[src/pkg/jk_pkg.sv]
// constants, types and helper functions shared by the dual jk storage design
package jk_pkg;

   // ---------------------------------------------------------------
   // structure
   // ---------------------------------------------------------------
   localparam int NUM_ELEMENTS = 2;
   localparam int NUM_PINS = 5;

   // bit positions of one element's pins inside its pin vector
   localparam int PIN_CLK = 0;
   localparam int PIN_J = 1;
   localparam int PIN_K = 2;
   localparam int PIN_SET = 3;
   localparam int PIN_CLR = 4;

   // ---------------------------------------------------------------
   // reset values
   // ---------------------------------------------------------------
   // pins assumed idle at reset: set/clear released, clock/j/k low
   localparam logic [NUM_PINS-1:0] PIN_IDLE = 5'h18;
   localparam logic STATE_RESET = 1'h0;
   localparam logic LEVEL_HIGH = 1'h1;
   localparam logic LEVEL_LOW = 1'h0;

   // ---------------------------------------------------------------
   // encodings
   // ---------------------------------------------------------------
   // synchronous action, coded as {j, k}
   typedef enum logic [1:0] {
      JK_HOLD = 2'h0,
      JK_RESET = 2'h1,
      JK_SET = 2'h2,
      JK_TOGGLE = 2'h3
   } jk_action_e;

   // asynchronous override, coded as {set active, clear active}
   typedef enum logic [1:0] {
      FORCE_NONE = 2'h0,
      FORCE_CLEAR = 2'h1,
      FORCE_SET = 2'h2,
      FORCE_BOTH = 2'h3
   } force_e;

   // ---------------------------------------------------------------
   // helper functions
   // ---------------------------------------------------------------
   function automatic jk_action_e decode_action(input logic j, input logic k);
      return jk_action_e'({j, k});
   endfunction : decode_action

   function automatic force_e decode_force(input logic set_n, input logic clear_n);
      return force_e'({~set_n, ~clear_n});
   endfunction : decode_force

   function automatic logic falling(input logic prev, input logic now);
      return (prev == LEVEL_HIGH) && (now == LEVEL_LOW);
   endfunction : falling

   function automatic logic jk_next(input jk_action_e action, input logic prior);
      logic result;
      result = prior;
      case (action)
         JK_HOLD: result = prior;
         JK_RESET: result = LEVEL_LOW;
         JK_SET: result = LEVEL_HIGH;
         JK_TOGGLE: result = ~prior;
         default: result = prior;
      endcase
      return result;
   endfunction : jk_next

endpackage : jk_pkg

[src/pkg/pin_if.sv]
// bundle of one element's raw pins and their filtered levels
`timescale 1ns/10ps
interface pin_if;
   logic [jk_pkg::NUM_PINS-1:0] raw;
   logic [jk_pkg::NUM_PINS-1:0] level;

   // the element side drives raw pins and reads clean levels
   modport element (output raw, input level);
   // the filter side does the opposite
   modport filter (input raw, output level);
endinterface : pin_if

[src/core/dual_jk_flip_flop.sv]
// two independent jk storage elements with falling-edge clocks and async set/clear
`timescale 1ns/10ps
module dual_jk_flip_flop (
   input wire logic clock,
   input wire logic rst,
   input wire logic ce,
   input wire logic [jk_pkg::NUM_ELEMENTS-1:0] edge_clock_input,
   input wire logic [jk_pkg::NUM_ELEMENTS-1:0] j,
   input wire logic [jk_pkg::NUM_ELEMENTS-1:0] k,
   input wire logic [jk_pkg::NUM_ELEMENTS-1:0] async_set_n,
   input wire logic [jk_pkg::NUM_ELEMENTS-1:0] async_clear_n,
   output wire logic [jk_pkg::NUM_ELEMENTS-1:0] q,
   output wire logic [jk_pkg::NUM_ELEMENTS-1:0] q_n
);

   // ---------------------------------------------------------------
   // timing notes
   // ---------------------------------------------------------------
   // every pin crosses five flops, so outputs trail a pin change by five cycles
   // pin pulses shorter than two cycles can vanish in the agreement filter
   // clock pin phases need two cycles each at least, three to be safe
   // j and k must settle three cycles before the clock pin falls
   // ce low freezes filters and storage alike; pending edges resume on return
   // a joint release of set and clear leaves q high, as the stored bit is high

   // ---------------------------------------------------------------
   // one element per generate pass
   // ---------------------------------------------------------------
   // nothing is shared between passes except clock, reset and enable
   for (genvar e = 0; e < jk_pkg::NUM_ELEMENTS; e++) begin : g_element

      pin_if pins ();

      // filtered pin levels and edge tracking
      logic clk_level;
      logic j_level;
      logic k_level;
      logic set_n_level;
      logic clear_n_level;
      logic clk_prev;
      logic j_before;
      logic k_before;
      logic edge_seen;
      logic clock_allowed;
      logic take_edge;

      // storage and its next values
      logic stored;
      logic true_out;
      logic comp_out;
      logic next_stored;
      logic next_true;
      logic next_comp;
      jk_pkg::jk_action_e action;
      jk_pkg::force_e force_mode;

      // ------------------------------------------------------------
      // pin capture
      // ------------------------------------------------------------
      // all five pins are asynchronous to clock, so each is filtered
      assign pins.raw[jk_pkg::PIN_CLK] = edge_clock_input[e];
      assign pins.raw[jk_pkg::PIN_J] = j[e];
      assign pins.raw[jk_pkg::PIN_K] = k[e];
      assign pins.raw[jk_pkg::PIN_SET] = async_set_n[e];
      assign pins.raw[jk_pkg::PIN_CLR] = async_clear_n[e];

      pin_filter u_filter (
         .clock(clock),
         .rst(rst),
         .ce(ce),
         .port(pins.filter)
      );

      // clean levels, named for readability
      assign clk_level = pins.level[jk_pkg::PIN_CLK];
      assign j_level = pins.level[jk_pkg::PIN_J];
      assign k_level = pins.level[jk_pkg::PIN_K];
      assign set_n_level = pins.level[jk_pkg::PIN_SET];
      assign clear_n_level = pins.level[jk_pkg::PIN_CLR];

      // ------------------------------------------------------------
      // edge detection and pre-edge data
      // ------------------------------------------------------------
      // previous clock level; a rise or a steady level yields no edge
      always_ff @(posedge clock) begin
         if (rst) begin
            clk_prev <= jk_pkg::PIN_IDLE[jk_pkg::PIN_CLK];
         end else if (ce) begin
            clk_prev <= clk_level;
         end
      end

      // j/k one cycle old, so a change landing with the edge is not used
      always_ff @(posedge clock) begin
         if (rst) begin
            j_before <= jk_pkg::PIN_IDLE[jk_pkg::PIN_J];
            k_before <= jk_pkg::PIN_IDLE[jk_pkg::PIN_K];
         end else if (ce) begin
            j_before <= j_level;
            k_before <= k_level;
         end
      end

      // j/k are only looked at on an edge; other movement is harmless
      assign edge_seen = jk_pkg::falling(clk_prev, clk_level);
      assign action = jk_pkg::decode_action(j_before, k_before);

      // ------------------------------------------------------------
      // override decode
      // ------------------------------------------------------------
      // set/clear levels are used directly, with no edge involved
      assign force_mode = jk_pkg::decode_force(set_n_level, clear_n_level);

      // ------------------------------------------------------------
      // clock gating by the overrides
      // ------------------------------------------------------------
      // any low override blocks the edge, so a release never replays a stale fall
      assign clock_allowed = (force_mode == jk_pkg::FORCE_NONE);
      assign take_edge = edge_seen & clock_allowed;

      // ------------------------------------------------------------
      // next stored state
      // ------------------------------------------------------------
      // override first, then an accepted falling edge, otherwise hold
      always_comb begin
         next_stored = stored;
         case (force_mode)
            jk_pkg::FORCE_SET: begin
               next_stored = jk_pkg::LEVEL_HIGH;
            end
            jk_pkg::FORCE_CLEAR: begin
               next_stored = jk_pkg::LEVEL_LOW;
            end
            jk_pkg::FORCE_BOTH: begin
               // stored bit left at high so a joint release is defined
               next_stored = jk_pkg::LEVEL_HIGH;
            end
            jk_pkg::FORCE_NONE: begin
               if (take_edge) begin
                  next_stored = jk_pkg::jk_next(action, stored);
               end
            end
            default: begin
               next_stored = stored;
            end
         endcase
      end

      // ------------------------------------------------------------
      // output selection
      // ------------------------------------------------------------
      // both outputs high is legal under a double override, so they are not tied
      always_comb begin
         next_true = next_stored;
         next_comp = ~next_stored;
         case (force_mode)
            jk_pkg::FORCE_SET: begin
               next_true = jk_pkg::LEVEL_HIGH;
               next_comp = jk_pkg::LEVEL_LOW;
            end
            jk_pkg::FORCE_CLEAR: begin
               next_true = jk_pkg::LEVEL_LOW;
               next_comp = jk_pkg::LEVEL_HIGH;
            end
            jk_pkg::FORCE_BOTH: begin
               next_true = jk_pkg::LEVEL_HIGH;
               next_comp = jk_pkg::LEVEL_HIGH;
            end
            default: begin
               next_true = next_stored;
               next_comp = ~next_stored;
            end
         endcase
      end

      // ------------------------------------------------------------
      // state register
      // ------------------------------------------------------------
      // stored bit kept apart from outputs, since both outputs may be high
      always_ff @(posedge clock) begin
         if (rst) begin
            stored <= jk_pkg::STATE_RESET;
         end else if (ce) begin
            stored <= next_stored;
         end
      end

      // ------------------------------------------------------------
      // output registers
      // ------------------------------------------------------------
      // true output registered so the pin never sees decode glitches
      always_ff @(posedge clock) begin
         if (rst) begin
            true_out <= jk_pkg::STATE_RESET;
         end else if (ce) begin
            true_out <= next_true;
         end
      end

      // complement has its own flop, as it is not always the inverse of q
      always_ff @(posedge clock) begin
         if (rst) begin
            comp_out <= ~jk_pkg::STATE_RESET;
         end else if (ce) begin
            comp_out <= next_comp;
         end
      end

      assign q[e] = true_out;
      assign q_n[e] = comp_out;

   end : g_element

endmodule : dual_jk_flip_flop

[src/core/pin_filter.sv]
// three-stage synchroniser and agreement filter for one element's pins
`timescale 1ns/10ps
module pin_filter (
   input wire logic clock,
   input wire logic rst,
   input wire logic ce,
   pin_if.filter port
);

   logic [jk_pkg::NUM_PINS-1:0] stage1;
   logic [jk_pkg::NUM_PINS-1:0] stage2;
   logic [jk_pkg::NUM_PINS-1:0] stage3;
   logic [jk_pkg::NUM_PINS-1:0] agree;
   logic [jk_pkg::NUM_PINS-1:0] level;

   // ---------------------------------------------------------------
   // synchroniser chain
   // ---------------------------------------------------------------
   // stage1 feeds stage2 only; it may be metastable
   always_ff @(posedge clock) begin
      if (rst) begin
         stage1 <= jk_pkg::PIN_IDLE;
         stage2 <= jk_pkg::PIN_IDLE;
         stage3 <= jk_pkg::PIN_IDLE;
      end else if (ce) begin
         stage1 <= port.raw;
         stage2 <= stage1;
         stage3 <= stage2;
      end
   end

   // ---------------------------------------------------------------
   // agreement filter
   // ---------------------------------------------------------------
   // a bit moves only once stages two and three match, so a one-cycle glitch is dropped
   assign agree = ~(stage2 ^ stage3);

   always_ff @(posedge clock) begin
      if (rst) begin
         level <= jk_pkg::PIN_IDLE;
      end else if (ce) begin
         level <= (agree & stage3) | (~agree & level);
      end
   end

   assign port.level = level;

endmodule : pin_filter

[config.mk]
export PLATFORM = sky130hd
export DESIGN_NAME = dual_jk_flip_flop
export DESIGN_NICKNAME = d
export VERILOG_FILES = /design/src/pkg/jk_pkg.sv /design/src/pkg/pin_if.sv /design/src/core/dual_jk_flip_flop.sv /design/src/core/pin_filter.sv
export SDC_FILE = /design/constraint.sdc
export NUM_CORES = 1
export LEC_CHECK = 0
export ABC_CLOCK_PERIOD_IN_PS = 1610
export BUFFER_PORTS_ARGS = -buffer_cell sky130_fd_sc_hd__buf_2
export CORE_AREA = 4 4 57 79
export DETAILED_ROUTE_END_ITERATION = 12
export DIE_AREA = 0 0 61 83
export PLACE_DENSITY = 0.73
export SYNTH_ARGS = -nofsm -noshare
export SYNTH_HDL_FRONTEND = slang
export SYNTH_HIERARCHICAL = 1
export SYNTH_SLANG_ARGS = --single-unit
[constraint.sdc]
create_clock -name clock -period 1.61 [get_ports clock]
set_clock_uncertainty 0.15 [all_clocks]
set_input_delay 0.322 -clock clock [delete_from_list [all_inputs] [get_ports clock]]
set_output_delay 0.322 -clock clock [all_outputs]
set_load 0.02 [all_outputs]
==> results.tsv <==
metric	value	unit
final_cells	266	
route.final.wire_length	3.31	mm
rows	27	
synth-seq-cells	52	
via_count	1438	
hp-class	primary input to flop	
rsz0062_at_grt	no	
die-area	5060	sq um
core-area	3850	sq um
viasPerCell	5.41	
final_layout_size_suffix_gt1_frac	0.161	
synthArstFlopShare	0	
fin_nets	235	
synth_top_area_share	0.506	
maxSlewHeadroom	0.779	
crit_path_cell_trace	and4bb_1 > a211oi_2 > or3_1	
synth-compound-area-share	0.167	
clkPwrFrac	0.356	
dp.cells	258	
yosysMostFrequentCell	dfxtp_1	
crit_family	simple AND/OR/NAND/NOR gates	
p_sw	0.535	mW
avgSynthCellArea	9.94	sq um
yosysTopAreaCell	dfxtp_1	
worstMarginPinSlew	0.332	ns
io_pins	17	
postCtsSetupRepairBufs	0	
postSynthNetCount	220	
antenna_found_initial	0	
power	2.42	mW
crit_path_top_delay_cell	dfxtp_1	
synth_top_family_by_area	compound AO/OA/AOI/OAI gates	
ctsHoldBuffers	0	
worst-path-buf-inv	0	
drcViolationCount	0	
yosys.area_share.simple	0.135	
end_kind	flop	
drt_pass1_iterations	5	
grt_first_pass_wirelength	5.80	mm
p_leak	0.997	nW
grt_pass1_vias	1353	
nFillCells	384	
swShare	0.221	
synth_xor_xnor_area_share	0	
hpwl	2.32	mm
hold_violations	0	
die_w	61	um
synthCells	207	
synth_flop_cell	dfxtp_1	
antennaDiodeCount	0	
cp.required	1.64	ns
synth_fa_ha_area_frac	0	
period_share	0.814	
worstPathMaxFanout	5	
grt_max_degree	37	
syn_area	2060	sq um
io_buffer_count	16	
layout_min_cycle_time	1.31	ns
cts_resized	0	
max_stage_delay	0.35	ns
cts_buffers	5	
maxClockFrequency	0.763	GHz
muxShareOfSynthArea	0.117	
ir_worst_vdd	0.891	mV
seq_power_share	0.563	
grt_use_total	0.146	
cap_violations	0	
cts_tree	built	
synth_edf_count	0	
start_kind	flop	
p_comb_frac	0.082	
slew_violations	0	
arrival	1.34	ns
finalSetupViolations	0	
clock_path_buffers	2	
initial_utilization	0.534	
yosys-top-cells-area	dfxtp_1 51%, mux2i_1 12%, nor2_1 5.5%, a211o_1 4.3%, a21oi_1 3.4%	
ant_nets	0	
synth_cell_types	24	
clk_pin_slew	0.09	ns
cts_root_buffer	clkbuf_8	
place.gp.congestion	0.718	
ys_seq_area_frac	0.506	
dieHeight	83	um
clkSinkCount	52	
avgRoutedWirePerCell	12.4	um
p_int	1.89	mW
r2r_slack	0.30	ns
insertion_delay	0.30	ns
drt-initial-drc-count	40	
area.growth.synth_to_final	8.75	%
cts_htree_levels	2	
crit_type	flop to flop	
fin_tns_setup	0	ns
grt.overflow.total	0	
outcome	finished, final reports clean	
synth_warnings	6	
synth_common_cells	52 x dfxtp_1, 30 x nor2_1, 24 x mux2i_1, 14 x a21oi_1, 12 x o21ai_0	
pwr_density_cell	1080	nW/um^2
-- layer usage --
layer / GRT usage / wire length [um] / vias up
li1: - / - / 745
met1: 0.174 / 1520 / 668
met2: 0.241 / 1630 / 23
met3: 0.0420 / 137 / 2
met4: 0.0533 / 26 / 0
met5: 0 / 0 / -
-- cells by family (layout without fill, tap and decap cells) --
logic type / Yosys count / count (layout)
buf+inv: 21 / 37
compound gates: 52 / 52
mux: 24 / 24
simple gates: 58 / 58
flops: 52 / 52
-- per-stage QoR --
step                      hold WS (ns)   util  worst slack (ns)  area, sq um
after floorplan                  0.276      -             0.376         2060
after global placement           0.288  0.553             0.218         2130
after detailed placement         0.293  0.553             0.198         2130
after CTS                       0.0687  0.581             0.289         2240
after global routing            0.0821  0.581             0.254         2240
final                           0.0799  0.581             0.299         2240
-- power by group through the flow --
stage                     sequential (mW)  clock (mW)  combinational [mW]
after floorplan                      1.39           0               0.168
after global placement               1.39           0               0.197
after detailed placement             1.39           0               0.200
after CTS                            1.36       0.892               0.201
after global routing                 1.37       0.941               0.222
final                                1.36       0.862               0.198
-- layout make-up --
| type | instances | area [sq um] | share of cell area |
|---|---|---|---|
| inverter | 4 | 15.0 | 0.00671 |
| timing repair buffer | 25 | 160 | 0.0715 |
| multi-input combinational | 134 | 861 | 0.385 |
| clock buffer | 6 | 72.6 | 0.0324 |
| sequential | 52 | 1040 | 0.465 |
| tap | 43 | 53.8 | 0.0240 |
| clock inverter | 2 | 35.0 | 0.0157 |
-- worst paths after layout --
path | from | end | depth (start not counted)
max reg2reg | flop | g_element[0].comp_out | 3
min | async_clear_n[0] | g_element[0].u_filter/stage1[4] | 2
min reg2reg | g_element[1].u_filter/stage3[0] | flop | 2
max | flop | g_element[0].comp_out | 3
-- cells in the final DEF (no fill, tap or decap), drive strengths merged, types with 6 or more instances in the layout --
master,instances
dfxtp,52
nor2,30
buf,25
mux2i,24
a21oi,14
o21ai,12
a211o,10
nand2,8
nor2b,8
a21o,6
clkbuf,6
a211oi,6
No activity file was read; power rests on OpenSTA's default activity.
